$ cat config.mk
export PLATFORM = sky130hd
export DESIGN_NAME = icsl_top
export DESIGN_NICKNAME = d
export VERILOG_FILES = /design/src/hw/icsl_pkg.sv /design/src/hw/icsl_slot_if.sv /design/src/hw/icsl_top.sv /design/src/hw/icsl_slot_map.sv
export SDC_FILE = /design/constraint.sdc
export NUM_CORES = 1
export LEC_CHECK = 0
export BUFFER_PORTS_ARGS = -buffer_cell sky130_fd_sc_hd__buf_2
export CAP_MARGIN = 20
export CORE_ASPECT_RATIO = 0.9
export CORE_UTILIZATION = 40
export CTS_BUF_LIST = sky130_fd_sc_hd__clkbuf_4 sky130_fd_sc_hd__clkbuf_8
export CTS_CLUSTER_DIAMETER = 150
export CTS_CLUSTER_SIZE = 25
export DETAILED_ROUTE_END_ITERATION = 16
export PLACE_DENSITY = 0.64
export SYNTH_ARGS = -nofsm -noshare
export SYNTH_HDL_FRONTEND = slang
export SYNTH_SLANG_ARGS = --single-unit
$ cat constraint.sdc
create_clock -name clk -period 7.2 [get_ports clk]
set_clock_uncertainty 0.15 [all_clocks]
set_input_delay 0.72 -clock clk [delete_from_list [all_inputs] [get_ports clk]]
set_output_delay 0.72 -clock clk [all_outputs]
set_load 0.1 [all_outputs]
$ cat src/hw/icsl_pkg.sv
/*
 Shared types and constants of the integer slotting and latency block.
 Assumes renamed register tags of TAG_W bits from the rename stage.
*/
package icsl_pkg;

	// Line shape and field positions
	localparam int SLOTS      = 4;
	localparam int TAG_W      = 3;
	localparam int LAT_W      = 5;
	localparam int PC_W       = 4;
	localparam int PC_SLOT_HI = 3;
	localparam int PC_SLOT_LO = 2;

	// Slot classes: either, lower-only, upper-only
	typedef enum logic [1:0] {
		SC_EITHER = 2'h0,
		SC_LOWER  = 2'h1,
		SC_UPPER  = 2'h2
	} icsl_slot_class_t;

	// Instruction classes as seen by the issue timing
	typedef enum logic [4:0] {
		OP_ILD         = 5'h00,
		OP_FLD         = 5'h01,
		OP_IST         = 5'h02,
		OP_FST         = 5'h03,
		OP_RPCC        = 5'h04,
		OP_RX          = 5'h05,
		OP_IREG_RD     = 5'h06,
		OP_IREG_WR     = 5'h07,
		OP_ICBR        = 5'h08,
		OP_UBR         = 5'h09,
		OP_JSR         = 5'h0a,
		OP_IADD        = 5'h0b,
		OP_ILOG        = 5'h0c,
		OP_ISHF        = 5'h0d,
		OP_CMOV_FIRST  = 5'h0e,
		OP_CMOV_SECOND = 5'h0f,
		OP_IMUL        = 5'h10,
		OP_IMISC       = 5'h11,
		OP_FCBR        = 5'h12,
		OP_FADD        = 5'h13
	} icsl_op_t;

	// One renamed instruction of the fetch line
	typedef struct packed {
		logic                valid;
		icsl_slot_class_t    cls;
		logic [PC_W-1:0]     pc;
		icsl_op_t            op;
		logic                ipr_slow;
		logic                fst_use;
		logic                dst_en;
		logic [TAG_W-1:0]    dst;
		logic [1:0]          src_en;
		logic [TAG_W-1:0]    src_a;
		logic [TAG_W-1:0]    src_b;
	} icsl_entry_t;

	// Producer timing kept per tag
	typedef struct packed {
		logic                pend;
		logic                xc;
		logic                fpl;
		logic                up;
		logic [LAT_W-1:0]    base;
		logic [LAT_W-1:0]    age;
	} icsl_score_t;

	// Result latencies in core cycles
	localparam logic [LAT_W-1:0] LAT_NONE       = 5'h00;
	localparam logic [LAT_W-1:0] LAT_ILD_HIT    = 5'h03;
	localparam logic [LAT_W-1:0] LAT_FLD_HIT    = 5'h04;
	localparam logic [LAT_W-1:0] LAT_ILD_MISS   = 5'h0d;
	localparam logic [LAT_W-1:0] LAT_FLD_MISS   = 5'h0e;
	localparam logic [LAT_W-1:0] LAT_RPCC       = 5'h01;
	localparam logic [LAT_W-1:0] LAT_RX         = 5'h01;
	localparam logic [LAT_W-1:0] LAT_IPR_FAST   = 5'h01;
	localparam logic [LAT_W-1:0] LAT_IPR_SLOW   = 5'h03;
	localparam logic [LAT_W-1:0] LAT_UBR        = 5'h03;
	localparam logic [LAT_W-1:0] LAT_JSR        = 5'h03;
	localparam logic [LAT_W-1:0] LAT_INT        = 5'h01;
	localparam logic [LAT_W-1:0] LAT_CMOV_FIRST = 5'h01;
	localparam logic [LAT_W-1:0] LAT_IMUL       = 5'h07;
	localparam logic [LAT_W-1:0] LAT_IMISC      = 5'h03;
	localparam logic [LAT_W-1:0] LAT_FADD       = 5'h04;
	localparam logic [LAT_W-1:0] LAT_FADD_FST   = 5'h06;
	localparam logic [LAT_W-1:0] LAT_XCLUSTER   = 5'h01;
	localparam logic [LAT_W-1:0] AGE_ZERO       = 5'h00;
	localparam logic [LAT_W-1:0] AGE_MAX        = 5'h1f;

	// Reset values
	localparam icsl_entry_t ENTRY_RST = '0;
	localparam icsl_score_t SCORE_RST = '{1'b0, 1'b0, 1'b0, 1'b0,
		5'h00, 5'h1f};
	localparam logic        READY_RST = 1'b1;

endpackage : icsl_pkg

$ cat src/hw/icsl_slot_if.sv
/*
 Carrier between the line control and the slot map.
 Assumes both ends run on the one core clock.
*/
`timescale 1ns/100ps
interface icsl_slot_if;
	logic                             load;
	icsl_pkg::icsl_slot_class_t [3:0] pattern;
	logic [3:0]                       upper;

	modport ctrl (output load, output pattern, input upper);
	modport map (input load, input pattern, output upper);
endinterface : icsl_slot_if

$ cat src/hw/icsl_top.sv
/*
 Map-stage slotting of a four-slot line and latency-timed issue to pipes.
 Assumes one renamed line at a time and fills that follow load misses.
*/
`timescale 1ns/100ps
// Overview of operation
// RQ1 - At map time each either-class instruction gets upper or lower pair.
// RQ2 - Classes upper-only, lower-only, either; only either is chosen.
// RQ3 - Lower-only instructions always go to a lower pair.
// RQ4 - Upper-only instructions always go to an upper pair.
// RQ5 - Slot position 0 to 3 comes from PC bits 3 down to 2.
// RQ6 - Each four-slot class pattern maps to a fixed upper/lower pattern.
// RQ7 - Issue only when operands and the needed pipe are free.
// RQ8 - Only producer-to-consumer and pipe conflicts are tracked at issue.
// RQ9 - Every class has a fixed latency except loads missing the cache.
// RQ10 - Load hits take 3 or 4 cycles; misses 13 or 14 plus.
// RQ11 - Stores, conditional branches, register writes produce no result.
// RQ12 - Cycle-counter reads take one cycle, one more across clusters.
// RQ13 - Add, logic, shift, second move half take one cycle, plus cross.
// RQ14 - Internal register reads take one or three cycles by owning unit.
// RQ15 - Unconditional branches report three cycles, write no result.
// RQ16 - First move half takes one cycle, consumed by its second half.
// RQ17 - Float add takes four cycles, six to float stores or moves.
// RQ18 - The six cycles run from float add issue to consumer issue.
// RQ19 - One pair select per slot, held until the instruction issues.
module icsl_top #(
	parameter logic [icsl_pkg::LAT_W-1:0] BCACHE_EXTRA = 5'h00
) (
	input  wire logic                            clk,
	input  wire logic                            resetn,
	input  wire logic                            line_valid,
	output logic                                 line_ready,
	input  wire icsl_pkg::icsl_entry_t [3:0]     lane,
	input  wire logic [1:0]                      pipe_busy,
	input  wire logic                            ld_miss,
	input  wire logic [icsl_pkg::TAG_W-1:0]      ld_miss_tag,
	input  wire logic                            ld_fill,
	input  wire logic [icsl_pkg::TAG_W-1:0]      ld_fill_tag,
	output logic [3:0]                           slot_upper,
	output logic [3:0]                           issue_valid,
	output logic [3:0][icsl_pkg::LAT_W-1:0]      issue_latency
);
	localparam int NTAG = 2 ** icsl_pkg::TAG_W;

	icsl_pkg::icsl_entry_t [3:0]      win;
	icsl_pkg::icsl_entry_t [3:0]      next_win;
	icsl_pkg::icsl_score_t [NTAG-1:0] sb;
	icsl_pkg::icsl_score_t [NTAG-1:0] next_sb;
	logic                             next_line_ready;
	logic [3:0]                       issue_now;
	logic [3:0]                       next_issue_valid;
	logic [3:0][icsl_pkg::LAT_W-1:0]  next_issue_latency;
	logic                             accept;

	icsl_slot_if sif ();

	icsl_slot_map u_slot_map (
		.clk    (clk),
		.resetn (resetn),
		.sif    (sif)
	);

	// Slot index of an instruction from its PC
	function automatic logic [1:0] slot_idx(
		input logic [icsl_pkg::PC_W-1:0] pc
	);
		return pc[icsl_pkg::PC_SLOT_HI:icsl_pkg::PC_SLOT_LO]; // RQ5
	endfunction : slot_idx

	// Fixed latency reported for each class
	function automatic logic [icsl_pkg::LAT_W-1:0] lat_of(
		input icsl_pkg::icsl_op_t op,
		input logic               ipr_slow
	);
		logic [icsl_pkg::LAT_W-1:0] l;
		l = icsl_pkg::LAT_NONE;
		case (op) // RQ9
		icsl_pkg::OP_ILD:        l = icsl_pkg::LAT_ILD_HIT; // RQ10
		icsl_pkg::OP_FLD:        l = icsl_pkg::LAT_FLD_HIT; // RQ10
		icsl_pkg::OP_RPCC:       l = icsl_pkg::LAT_RPCC; // RQ12
		icsl_pkg::OP_RX:         l = icsl_pkg::LAT_RX;
		icsl_pkg::OP_IREG_RD:    l = ipr_slow ? icsl_pkg::LAT_IPR_SLOW
			: icsl_pkg::LAT_IPR_FAST; // RQ14
		icsl_pkg::OP_UBR:        l = icsl_pkg::LAT_UBR; // RQ15
		icsl_pkg::OP_JSR:        l = icsl_pkg::LAT_JSR;
		icsl_pkg::OP_IADD,
		icsl_pkg::OP_ILOG,
		icsl_pkg::OP_ISHF,
		icsl_pkg::OP_CMOV_SECOND: l = icsl_pkg::LAT_INT; // RQ13
		icsl_pkg::OP_CMOV_FIRST: l = icsl_pkg::LAT_CMOV_FIRST; // RQ16
		icsl_pkg::OP_IMUL:       l = icsl_pkg::LAT_IMUL;
		icsl_pkg::OP_IMISC:      l = icsl_pkg::LAT_IMISC;
		icsl_pkg::OP_FADD:       l = icsl_pkg::LAT_FADD; // RQ17
		default:                 l = icsl_pkg::LAT_NONE; // RQ11
		endcase
		return l;
	endfunction : lat_of

	// Classes whose result a consumer waits on
	function automatic logic writes_reg(input icsl_pkg::icsl_op_t op);
		return (lat_of(op, 1'b0) != icsl_pkg::LAT_NONE) &&
			(op != icsl_pkg::OP_UBR); // RQ11 RQ15
	endfunction : writes_reg

	// Classes that pay one more cycle across clusters
	function automatic logic cross_of(input icsl_pkg::icsl_op_t op);
		return op inside {icsl_pkg::OP_RPCC, icsl_pkg::OP_IADD,
			icsl_pkg::OP_ILOG, icsl_pkg::OP_ISHF,
			icsl_pkg::OP_CMOV_FIRST, icsl_pkg::OP_CMOV_SECOND,
			icsl_pkg::OP_IMUL, icsl_pkg::OP_IMISC}; // RQ12 RQ13
	endfunction : cross_of

	// Producer ready for this consumer in the cycle of the check
	function automatic logic src_ready(
		input icsl_pkg::icsl_score_t s,
		input logic                  up,
		input logic                  fst_use
	);
		logic [icsl_pkg::LAT_W:0] need;
		need = {1'b0, s.base};
		if (s.xc && (s.up != up)) begin
			need = need + {1'b0, icsl_pkg::LAT_XCLUSTER}; // RQ12 RQ13
		end
		if (s.fpl && fst_use) begin
			need = need + {1'b0, 5'(icsl_pkg::LAT_FADD_FST
				- icsl_pkg::LAT_FADD)}; // RQ17 RQ18
		end
		return !s.pend && (({1'b0, s.age} + 6'h01) >= need);
	endfunction : src_ready

	// Source tag a or b of an entry
	function automatic logic [icsl_pkg::TAG_W-1:0] src_of(
		input icsl_pkg::icsl_entry_t e,
		input int                    b
	);
		return (b == 0) ? e.src_a : e.src_b;
	endfunction : src_of

	// Line hand-off and slot pattern for the map
	always_comb begin
		accept  = line_valid && line_ready;
		sif.load = accept;
		for (int s = 0; s < 4; s++) begin
			sif.pattern[s] = icsl_pkg::SC_EITHER;
		end
		for (int k = 0; k < 4; k++) begin
			if (lane[k].valid) begin
				sif.pattern[slot_idx(lane[k].pc)] = lane[k].cls; // RQ5
			end
		end
	end

	// Issue pick, oldest slot first, one per pipe
	always_comb begin
		logic [1:0] used;
		logic       ok;
		logic [icsl_pkg::TAG_W-1:0] t;
		used = 2'h0;
		ok   = 1'b0;
		t    = '0;
		issue_now = 4'h0;
		for (int s = 0; s < 4; s++) begin
			ok = win[s].valid && !pipe_busy[sif.upper[s]] &&
				!used[sif.upper[s]]; // RQ7
			for (int b = 0; b < 2; b++) begin
				t = src_of(win[s], b);
				if (win[s].src_en[b]) begin
					ok = ok && src_ready(sb[t], sif.upper[s],
						win[s].fst_use); // RQ7 RQ8
					for (int j = 0; j < s; j++) begin
						if (win[j].valid && win[j].dst_en &&
							writes_reg(win[j].op) && win[j].dst == t) begin
							ok = 1'b0; // RQ8
						end
					end
				end
			end
			if (ok) begin
				issue_now[s]        = 1'b1;
				used[sif.upper[s]]  = 1'b1;
			end
		end
	end

	// Window: filled by slot position, emptied by issue
	always_comb begin
		next_win = win;
		for (int s = 0; s < 4; s++) begin
			if (issue_now[s]) begin
				next_win[s].valid = 1'b0; // RQ19
			end
		end
		if (accept) begin
			for (int k = 0; k < 4; k++) begin
				if (lane[k].valid) begin
					next_win[slot_idx(lane[k].pc)] = lane[k]; // RQ5
				end
			end
		end
		next_line_ready = 1'b1;
		for (int s = 0; s < 4; s++) begin
			next_line_ready = next_line_ready && !next_win[s].valid;
		end
	end

	always_ff @(posedge clk or negedge resetn) begin
		if (!resetn) begin
			win        <= {4{icsl_pkg::ENTRY_RST}};
			line_ready <= icsl_pkg::READY_RST;
		end else begin
			win        <= next_win;
			line_ready <= next_line_ready;
		end
	end

	// Issue strobes with the class latency
	always_comb begin
		next_issue_valid = issue_now;
		for (int s = 0; s < 4; s++) begin
			next_issue_latency[s] = issue_now[s]
				? lat_of(win[s].op, win[s].ipr_slow) // RQ9
				: icsl_pkg::LAT_NONE;
		end
	end

	always_ff @(posedge clk or negedge resetn) begin
		if (!resetn) begin
			issue_valid   <= 4'h0;
			issue_latency <= {4{icsl_pkg::LAT_NONE}};
		end else begin
			issue_valid   <= next_issue_valid;
			issue_latency <= next_issue_latency;
		end
	end

	// Per-tag producer timing; miss set wins over fill
	always_comb begin
		next_sb = sb;
		for (int t = 0; t < NTAG; t++) begin
			if (sb[t].age != icsl_pkg::AGE_MAX) begin
				next_sb[t].age = sb[t].age + 5'h01;
			end
		end
		for (int s = 0; s < 4; s++) begin
			if (issue_now[s] && win[s].dst_en && writes_reg(win[s].op)) begin
				next_sb[win[s].dst] = '{pend: 1'b0,
					xc:   cross_of(win[s].op),
					fpl:  win[s].op == icsl_pkg::OP_FADD, // RQ18
					up:   sif.upper[s],
					base: lat_of(win[s].op, win[s].ipr_slow),
					age:  icsl_pkg::AGE_ZERO};
			end
		end
		if (ld_fill) begin
			next_sb[ld_fill_tag].pend = 1'b0;
		end
		if (ld_miss) begin
			next_sb[ld_miss_tag].pend = 1'b1; // RQ10
			next_sb[ld_miss_tag].base =
				(sb[ld_miss_tag].base == icsl_pkg::LAT_FLD_HIT)
				? 5'(icsl_pkg::LAT_FLD_MISS + BCACHE_EXTRA)
				: 5'(icsl_pkg::LAT_ILD_MISS + BCACHE_EXTRA); // RQ10
		end
	end

	always_ff @(posedge clk or negedge resetn) begin
		if (!resetn) begin
			sb <= {NTAG{icsl_pkg::SCORE_RST}};
		end else begin
			sb <= next_sb;
		end
	end

	assign slot_upper = sif.upper; // RQ19

	for (genvar g = 0; g < 4; g++) begin : g_chk

	end
endmodule : icsl_top

$ cat src/hw/icsl_slot_map.sv
/*
 Slot map: turns the four slot classes of a line into upper/lower selects.
 Assumes load pulses only while the previous line has fully issued.
*/
`timescale 1ns/100ps
module icsl_slot_map (
	input wire logic    clk,
	input wire logic    resetn,
	icsl_slot_if.map    sif
);
	localparam icsl_pkg::icsl_slot_class_t CE = icsl_pkg::SC_EITHER;
	localparam icsl_pkg::icsl_slot_class_t CL = icsl_pkg::SC_LOWER;
	localparam icsl_pkg::icsl_slot_class_t CU = icsl_pkg::SC_UPPER;

	logic [3:0] upper;
	logic [3:0] next_upper;
	logic [3:0] low_mask;
	logic [3:0] up_mask;

	// Select per slot, bit set means upper pair; slot 3 is the MSB
	function automatic logic [3:0] slot_of(
		input icsl_pkg::icsl_slot_class_t [3:0] p
	);
		logic [3:0] r;
		for (int i = 0; i < 4; i++) begin
			r[i] = (p[i] == CU); // RQ3 RQ4
		end
		case (p) // RQ2 RQ6
		{CE,CE,CE,CE}: r = 4'ha;
		{CE,CE,CE,CL}: r = 4'ha;
		{CE,CE,CE,CU}: r = 4'h9;
		{CE,CE,CL,CE}: r = 4'h9;
		{CE,CE,CL,CL}: r = 4'hc;
		{CE,CE,CL,CU}: r = 4'h9;
		{CE,CE,CU,CE}: r = 4'ha;
		{CE,CE,CU,CL}: r = 4'ha;
		{CE,CE,CU,CU}: r = 4'h3;
		{CE,CL,CE,CE}: r = 4'ha;
		{CE,CL,CE,CL}: r = 4'ha;
		{CE,CL,CE,CU}: r = 4'h9;
		{CE,CL,CL,CE}: r = 4'h9;
		{CE,CL,CL,CL}: r = 4'h8;
		{CE,CL,CL,CU}: r = 4'h9;
		{CE,CL,CU,CE}: r = 4'ha;
		{CE,CL,CU,CL}: r = 4'ha;
		{CE,CL,CU,CU}: r = 4'h3;
		{CE,CU,CE,CE}: r = 4'h5;
		{CE,CU,CE,CL}: r = 4'h6;
		{CE,CU,CE,CU}: r = 4'h5;
		{CE,CU,CL,CE}: r = 4'h5;
		{CE,CU,CL,CL}: r = 4'hc;
		{CE,CU,CL,CU}: r = 4'h5;
		{CE,CU,CU,CE}: r = 4'h6;
		{CE,CU,CU,CL}: r = 4'h6;
		{CE,CU,CU,CU}: r = 4'h7;
		{CL,CE,CE,CE}: r = 4'h5;
		{CL,CE,CE,CL}: r = 4'h6;
		{CL,CE,CE,CU}: r = 4'h5;
		{CL,CE,CL,CE}: r = 4'h5;
		{CL,CE,CL,CL}: r = 4'h4;
		{CL,CE,CL,CU}: r = 4'h5;
		{CL,CE,CU,CE}: r = 4'h6;
		{CL,CE,CU,CL}: r = 4'h6;
		{CL,CE,CU,CU}: r = 4'h3;
		{CL,CL,CE,CE}: r = 4'h3;
		{CL,CL,CE,CL}: r = 4'h2;
		{CL,CL,CE,CU}: r = 4'h3;
		{CL,CL,CL,CE}: r = 4'h1;
		{CL,CL,CU,CE}: r = 4'h3;
		{CL,CU,CE,CE}: r = 4'h5;
		{CL,CU,CE,CL}: r = 4'h6;
		{CL,CU,CE,CU}: r = 4'h5;
		{CL,CU,CL,CE}: r = 4'h5;
		{CL,CU,CU,CE}: r = 4'h6;
		{CU,CE,CE,CE}: r = 4'ha;
		{CU,CE,CE,CL}: r = 4'ha;
		{CU,CE,CE,CU}: r = 4'h9;
		{CU,CE,CL,CE}: r = 4'h9;
		{CU,CE,CL,CL}: r = 4'hc;
		{CU,CE,CL,CU}: r = 4'h9;
		{CU,CE,CU,CE}: r = 4'ha;
		{CU,CE,CU,CL}: r = 4'ha;
		{CU,CE,CU,CU}: r = 4'hb;
		{CU,CL,CE,CE}: r = 4'ha;
		{CU,CL,CE,CL}: r = 4'ha;
		{CU,CL,CE,CU}: r = 4'h9;
		{CU,CL,CL,CE}: r = 4'h9;
		{CU,CL,CU,CE}: r = 4'ha;
		{CU,CU,CE,CE}: r = 4'hc;
		{CU,CU,CE,CL}: r = 4'hc;
		{CU,CU,CE,CU}: r = 4'hd;
		{CU,CU,CL,CE}: r = 4'hc;
		{CU,CU,CU,CE}: r = 4'he;
		default:       r = r;
		endcase
		return r;
	endfunction : slot_of

	// Choose on load, otherwise hold until the line has issued
	always_comb begin
		next_upper = sif.load ? slot_of(sif.pattern) : upper; // RQ1 RQ19
	end

	always_ff @(posedge clk or negedge resetn) begin
		if (!resetn) begin
			upper <= 4'h0;
		end else begin
			upper <= next_upper;
		end
	end

	assign sif.upper = upper;

	// Masks of fixed-pair slots, for checking only
	always_comb begin
		for (int i = 0; i < 4; i++) begin
			low_mask[i] = (sif.pattern[i] == CL);
			up_mask[i]  = (sif.pattern[i] == CU);
		end
	end
endmodule : icsl_slot_map

# Word-level counts from Yosys, hierarchy flattened
# Memories as Yosys holds them, arrays and structs flattened.
# Cells that the tools add are included.
[totals] reg_bits=245 latch_bits=0 mem_bits_rw=0 rom_bits=1536 out_inout_bits=29 wordCells=723 mem_count=16
[op_classes] n_addsub=32 multipliers=0 div=0 order_cmp=43 n_eq_ne=157 shift=0 n_mux=202 bitwise=3 reduce_logical=171
[mem_list] name="(no name shown)" words=32 width=3 rd=1 rd_clocked_by_memory_dff=0 write_ports=0 line="icsl_top.sv:77" rtl="case (op)"
[mem_list] name="(no name shown)" words=32 width=3 rd=1 rd_clocked_by_memory_dff=0 write_ports=0 line="icsl_top.sv:77"
[mem_list] name="(no name shown)" words=32 width=3 rd=1 rd_clocked_by_memory_dff=0 write_ports=0 line="icsl_top.sv:77"
[mem_list] name="(no name shown)" words=32 width=3 rd=1 rd_clocked_by_memory_dff=0 write_ports=0 line="icsl_top.sv:77"
[mem_list] name="(no name shown)" words=32 width=3 rd=1 rd_clocked_by_memory_dff=0 write_ports=0 line="icsl_top.sv:77"
[mem_list] name="(no name shown)" words=32 width=3 rd=1 rd_clocked_by_memory_dff=0 write_ports=0 line="icsl_top.sv:77"
[mem_list] name="10 more memories"
[op_table] operator="104-bit 2-to-1 mux" n=8
[op_table] operator="112-bit bitwise mux" n=7
[op_table] operator="112-bit 2-to-1 mux" n=6
[op_table] operator="104-bit bitwise mux" n=4
[op_table] operator="14-bit binary-select mux with 3-bit select" n=9
[op_table] operator="14-bit demux with 3-bit select" n=7
[op_table] operator="26-bit demux with 2-bit select" n=4
[op_table] operator="14-bit 2-to-1 mux" n=14
[op_table] operator="6-bit 2-to-1 mux" n=32
[op_table] operator="8-bit by 7-bit equality test with 1-bit output (second input constant)" n=19
[op_table] operator="8-bit equality test (second input constant)" n=19
[op_table] operator="5-bit by 4-bit equality test with 1-bit output (second input constant)" n=28
[op_table] operator="5-bit 2-to-1 mux" n=28
[op_table] operator="1-bit logical AND" n=108
[op_table] operator="26-bit 2-to-1 mux" n=4
[op_table] operator="5-bit by 1-bit adder with 6-bit output (second input constant)" n=16
[op_table] operator="5-bit nonzero test" n=16
[op_table] operator="8-bit by 5-bit equality test with 1-bit output (second input constant)" n=9
[op_table] operator="8-bit by 6-bit equality test with 1-bit output (second input constant)" n=9
[op_table] operator="5-bit by 3-bit equality test with 1-bit output (second input constant)" n=13
[op_table] operator="5-bit equality test (second input constant)" n=12
[op_table] operator="3-bit one-hot mux with 5 select lines" n=4
[op_table] operator="3-bit by 4-bit < comparator with 1-bit output (second input constant)" n=14
[op_table] operator="4-bit one-hot mux with 14 select lines" n=1
[op_table] operator="38 further kinds" n=217

# Longest topological paths before layout
# Gate-level depths: netlist of the first run.
[depth] depth_word=72 depth_mapped=28 depth_no_buf=22

# Hierarchy
# Synthesis of the first run repeated with hierarchy kept, for this count alone.
[unflattened] hier_cells=2871 area_unflattened_um2=26081.3
[modules_own_cells] module="icsl_top" instances=1 cells_each=2785 area_per_inst_um2=25461.9 seq_area_each_um2=5281.3
[modules_own_cells] module="icsl_slot_map" instances=1 cells_each=86 area_per_inst_um2=619.3 seq_area_each_um2=100.1

# Least setup slack after synthesis of the first run
# No wires, ideal clock.
[synth_timing] path_kind="reg2reg" start="reg win[0] (netlist name)" end="reg sb[55] (netlist name)" arrival_ps=6001 t_required_ps=6930 path_slack_ps=929 stages_incl_launch_ff=25 synth_period_minus_slack_ps=6271 cell_sequence="dfrtp_1 -> buf_2 -> clkbuf_1 -> mux4_2 -> mux2i_1 -> inv_1 -> ha_1 -> mux2_2 -> ha_1 -> nand3_1 -> nor2_1 -> and3_1 -> a211oi_1 -> ha_1 -> or3b_2 -> nand4_1 -> a311oi_1 -> nand3_1 -> buf_2 -> o31ai_2 -> a211o_1 -> buf_2 -> nor3_1 -> nor4b_2 -> a31o_2"
[synth_rtl] element="from (decl)" line="icsl_top.sv:45" rtl="icsl_pkg::icsl_entry_t [3:0] win;"
[synth_rtl] element="from (signal assigned)" line="icsl_top.sv:208" rtl="win <= {4{icsl_pkg::ENTRY_RST}};"
[synth_rtl] element="from (signal assigned)" line="icsl_top.sv:211" rtl="win <= next_win;"
[synth_rtl] element="to (signal assigned)" line="icsl_top.sv:268" rtl="sb <= {NTAG{icsl_pkg::SCORE_RST}};"
[synth_rtl] element="to (signal assigned)" line="icsl_top.sv:270" rtl="sb <= next_sb;"
[synth_rtl] element="to (decl)" line="icsl_top.sv:47" rtl="icsl_pkg::icsl_score_t [NTAG-1:0] sb;"

==> results of run 1 <==
[cell families after synthesis]
| family | after synthesis | share of synthesized area |
|---|---|---|
| AOI/OAI and AO/OA | 673 | 0.163 |
| xor gates and xnor gates | 134 | 0.0448 |
| adders and majority gates | 103 | 0.0489 |
| buffers and inverters | 329 | 0.0499 |
| DFF | 213 | 0.205 |
| muxes | 514 | 0.310 |
| other | 1 | 0.000143 |
| and+or+nand+nor | 961 | 0.179 |
[path summary, 6_finish.rpt]
kind	cells past startpoint	end	from	slack (ns)
max	20	sb[32]	win[0]	0.25
min	1	sb[107]	resetn	0.01
max reg2reg	20	sb[32]	win[0]	0.25
min reg2reg	1	win[103]	win[103]	0.42
max in group asynchronous	2	win[81]	resetn	5.29
min in group clk	3	win[40]	lane[92]	0.24
[per-layer routing]
layer,up-vias,wire length (µm),track usage
met3,242,13700,0.0760
met4,2,3610,0.0937
li1,11100,-,-
met1,12300,41300,0.425
met5,-,13,0
met2,1652,42100,0.431
[flip-flops by register name (all words and copies together), names as in the netlist]
register and flops:
sb 112, win 80, issue_latency 12, issue_valid 4, u_slot_map.sif.upper 4, line_ready 1
[area by class of cell]
class,instances,share of cell area
clock buffer,17,0.00721
tap,855,0.0381
sequential,213,0.192
antenna,3,0.000267
timing repair buffer,243,0.0549
clock inverter,3,0.000890
multi-input combinational,2393,0.697
inverter,69,0.00921
[power breakdown]
part	leakage [nW]	internal, mW	switching [mW]
clock network	0.118	0.190	0.445
logic	8.28	4.26	4.94
registers	2.58	1.77	1.80
[through the flow]
stage | instances | worst slack [ns]
4_1_cts | 3790 | 0.409
5_1_grt | 3794 | 0.0278
3_3_place_gp | 3770 | 0.565
6_report | 3796 | 0.254
2_1_floorplan | 2935 | 0.929
3_5_place_dp | 3770 | 0.488
[synthesized netlist by cell type (all sizes together) (55+ instances only)]
master  number  area share
a211oi      55       0.016
a21oi      191       0.036
buf         65       0.012
clkbuf     195       0.028
dfrtp      172        0.16
ha         100       0.048
inv         68      0.0097
mux2        65       0.028
mux2i      219       0.084
mux4       230        0.20
nand2      307       0.044
nand3       71       0.014
nor2       265       0.038
o21ai      180       0.034
xnor2       92       0.031
[critical path: cells and delay by family, from the launching register on]
| family | cells | cell delay, ns |
|---|---|---|
| adder cells (fa/ha/maj) | 1 | 0.21 |
| AND/OR/NAND/NOR | 10 | 3.04 |
| multiplexers | 2 | 1.13 |
| buffers and inverters | 3 | 0.71 |
| flip-flops | 1 | 0.72 |
| XOR/XNOR | 1 | 0.14 |
| AO/OA/AOI/OAI | 3 | 0.72 |
[what timing repair did]
item | in CTS | in global routing
resized for setup | 0 | 7
setup endpoints to repair | 0 | 17
endpoints found under the hold margin | 0 | 0
==> results.toml, run 1 <==
[worst_setup_path]
arrival_ns = 7.33
worstPathMaxFanout = 14
crit_chain = "mux4_2 > nand2b_1 > mux4_2 > nor4b_1 > buf_4 > nand2_1 > o41ai_1 > xor2_1 > ha_1 > or3b_2 > nor2_1 > o21ai_0 > nand2_1 > buf_4 > o31ai_4 > and2_1 > nor4_1 > or3_1 > buf_4 > nor2_1"
critPathRequiredTime_ns = 7.58
crit_type = "flip-flop to flip-flop"
crit_slowest_cell = "dfrtp_2"
critical_path.most_common_cell = "buf_4"
startpoint_type = "flip-flop"
cpPeakStageDelay_ns = 0.72
critPathCaptureType = "flip-flop"

[placement]
io_buffers = 129
dpl_cell_area_mm2 = 0.0278
gp_congestion = 0.981
hpwl_mm = 74.2

[finish]
fillerInstances = 6331
finalInstanceArea_mm2 = 0.0281
multi_input_area_mm2 = 0.0196
drive_above_1_share = 0.220
postLayoutCoreUtil = 0.436
final_cell_mix = "nand2_1, nor2_1, mux4_2"
seq_area_mm2 = 0.00540
area_growth_pct = 7.25
final_common_cell = "nand2_1"
nets = 3149

[synth]
synthArstFlopShare = 1.00
synth_warnings = 0
synth-seq-cells = 213
synth-edff-count = 0
synth_cells = 2928
ys_seq_area_frac = 0.205
syn_area_per_cell_um2 = 8.95
synth_ff_type = "dfrtp_1"
synth_cell_types = 90
syn_area_mm2 = 0.0262

[timing]
whs_ns = 0.0147
fin_crit_sh = 0.965
fin_crit_ns = 6.95
tightest_slew_ns = 1.17
max_freq_mhz = 144
fin_setup_tns_ns = 0
hold_viol_final = 0
drv_slew = 0
finalSetupViolations = 0
rsz0062_at_grt = "false"
slew_headroom = 0.218

[grt]
antenna_found_initial = 4
grtUsageTotal = 0.296
globalRouteOverflowTotal = 0
grt_max_degree = 101
grt_pass1_wl_mm = 150
grt_pass1_vias = 23000

[drt]
via_count = 25200
wl_mm = 101
drc = 0
route.detailed.wl_per_inst_um = 26.5
viasPerCell = 6.65
drtPass1Iterations = 6
ant_nets = 0
initialDrtViolationCount = 3341

[clock_network]
cts_tree = "built"
clkTransAtPathRegs_ns = 0.18
cts_setup_buffers = 0
hold_buffers = 0
insertion_delay_ns = 0.64
cts_buffer_depth = 3
cts.htree.levels = 1
clock-sinks = 213
numCtsBuffers = 12
root_buffer = "clkbuf_8"

[floorplan]
die-area_mm2 = 0.0666
boundaryPins = 146
core-area_mm2 = 0.0644
die_h_um = 245
core.rowCount = 88
die_x_um = 272
start_util = 0.407

[power]
p_total_mw = 13.4
p_per_area_mw_per_mm2 = 477
power_leakage_nw = 11.0
peakVddDrop_v = 0.000191

[run]
cap_viol_max_count = 0

[hold_path]
min_path_type = "primary input to asynchronous set/reset pin"

[run_status]
status = "completed"
Note: power is estimated with default switching activity, not from simulation.
==> run 2: changes to the inputs <==
--- a/config.mk
+++ b/config.mk
@@ -9,7 +9,6 @@
 export CAP_MARGIN = 20
 export CORE_ASPECT_RATIO = 0.9
 export CORE_UTILIZATION = 40
-export CTS_BUF_LIST = sky130_fd_sc_hd__clkbuf_4 sky130_fd_sc_hd__clkbuf_8
 export CTS_CLUSTER_DIAMETER = 150
 export CTS_CLUSTER_SIZE = 25
 export DETAILED_ROUTE_END_ITERATION = 16
==> results.toml, run 2 (synthesis results as in run 1) <==
[run_status]
status = "completed"

[worst_setup_path]
startpoint_type = "flip-flop"
timing.rr.start = "win[27]"
critPathCaptureType = "flip-flop"
crit_chain = "buf_4 > mux4_2 > nand2_1 > mux4_2 > nor2_1 > xnor2_1 > ha_1 > and2_1 > nand2_1 > nor4b_1 > a21oi_1 > ha_1 > o2111ai_1 > o2111a_1 > a2111oi_4 > o211ai_2 > or4_1 > o21ai_0 > or3_1 > buf_4 > nor2_1"
r2r-end = "sb[32]"
worstPathMaxFanout = 14
cpPeakStageDelay_ns = 0.92
crit_type = "flip-flop to flip-flop"
critPathRequiredTime_ns = 7.50
cp_top_family = "simple AND/OR/NAND/NOR gates"
worstRegToRegCells = 21
cp-startpoint = "win[27]"
arrival_ns = 7.24
crit_buf_inv = 2
regToRegSetupSlack_ns = 0.27
crit_slowest_cell = "dfrtp_1"

[floorplan]
core.rowCount = 88
start_util = 0.407
die_x_um = 272
core-area_mm2 = 0.0644
die-area_mm2 = 0.0666
boundaryPins = 146
die_h_um = 245

[timing]
max_freq_mhz = 144
fin_crit_sh = 0.963
fin_ws_ns = 0.266
fin_crit_ns = 6.93
rsz0062_at_grt = "false"
hold_viol_final = 0
slew_headroom = 0.223
finalSetupViolations = 0
fin_setup_tns_ns = 0
tightest_slew_ns = 1.17
drv_slew = 0

[grt]
globalRouteOverflowTotal = 0
grt_pass1_vias = 23000
grt_max_degree = 101
grt_pass1_wl_mm = 150
grtUsageTotal = 0.296
antenna_found_initial = 3

[finish]
final_common_cell = "nand2_1"
final_cells = 3794
largest_reg_flops = 112
area_growth_pct = 7.65
final_cell_mix = "nand2_1, nor2_1, mux4_2"
drive_above_1_share = 0.217
nets = 3149
largest-register = "sb"
top_regs = "sb x112, win x80, issue_latency x12"
finalInstanceArea_mm2 = 0.0282

[drt]
wl_mm = 101
drtPass1Iterations = 6
initialDrtViolationCount = 3507
dr_wl_met2_mm = 42.2
via_count = 25200
drc = 0
route.detailed.wl_per_inst_um = 26.6
wl_met3_mm = 13.9
wl_met1_mm = 41.3
ant_nets = 0
viasPerCell = 6.65
routed.top_layer = "met5"

[clock_network]
cts_buffer_depth = 3
cts.htree.levels = 1
clock-sinks = 213
numCtsBuffers = 12
cts_tree = "built"
root_buffer = "clkbuf_16"
clkTransAtPathRegs_ns = 0.11
insertion_delay_ns = 0.56

[hold_path]
min_path_type = "primary input to asynchronous set/reset pin"

[placement]
dp_cells = 3770
dpl_cell_area_mm2 = 0.0278
io_buffers = 129
gp_congestion = 0.981
hpwl_mm = 74.2
place_ws_ns = 0.488

[power]
power_leakage_nw = 11.0
peakVddDrop_v = 0.000192
p_per_area_mw_per_mm2 = 480

[run]
cap_viol_max_count = 0
-- run 2: cell type report --
cell class / instances / area [µm²]
fill: 6308 / 36200
clock buffer: 17 / 319
inverter: 69 / 259
multi-input combinational: 2393 / 19600
tap: 855 / 1070
sequential: 213 / 5400
clock inverter: 3 / 32.5
antenna: 1 / 2.50
timing repair buffer: 243 / 1540
-- run 2: worst max-delay path by stage --
stage / to / depth (start not counted)
final: sb[32] / 21
after global routing: sb[16] / 24
after global placement: sb[31] / 20
after CTS: sb[31] / 20
after detailed placement: sb[29] / 20
after floorplan: sb[55] / 24
-- run 2: power by group --
group	total (mW)	leakage (nW)	internal (mW)	switching, mW
Sequential	3.57	2.58	1.77	1.81
Clock	0.788	0.165	0.322	0.466
Combinational	9.19	8.27	4.26	4.93
-- run 2: worst reg2reg max path: cells and delay by family, from the launching register on --
family	cells	cell delay (ns)
adders and majority gates	2	0.48
and+or+nand+nor	8	2.23
muxes	2	0.83
xor gates and xnor gates	1	0.19
AOI/OAI and AO/OA	6	1.49
buffers and inverters	2	0.54
DFF	1	0.92
-- run 2: layer usage --
metal / global-route usage / up-vias
li1: - / 11100
met4: 0.0934 / 2
met5: 0 / -
met1: 0.426 / 12200
met3: 0.0753 / 230
met2: 0.430 / 1736
-- run 2: stage by stage --
stage	power, mW	util	hold WS (ns)
after floorplan	9.64	-	0.274
after global placement	12.2	0.432	0.373
after detailed placement	12.4	0.432	0.385
after CTS	13.3	0.437	0.132
after global routing	14.4	0.438	0.166
final	13.6	0.438	0.102
-- run 2: timing repair --
action	4_1_cts	5_1_grt
setup buffers	0	0
hold buffers	0	0
gates resized for setup	0	4
setup endpoints to repair	0	13
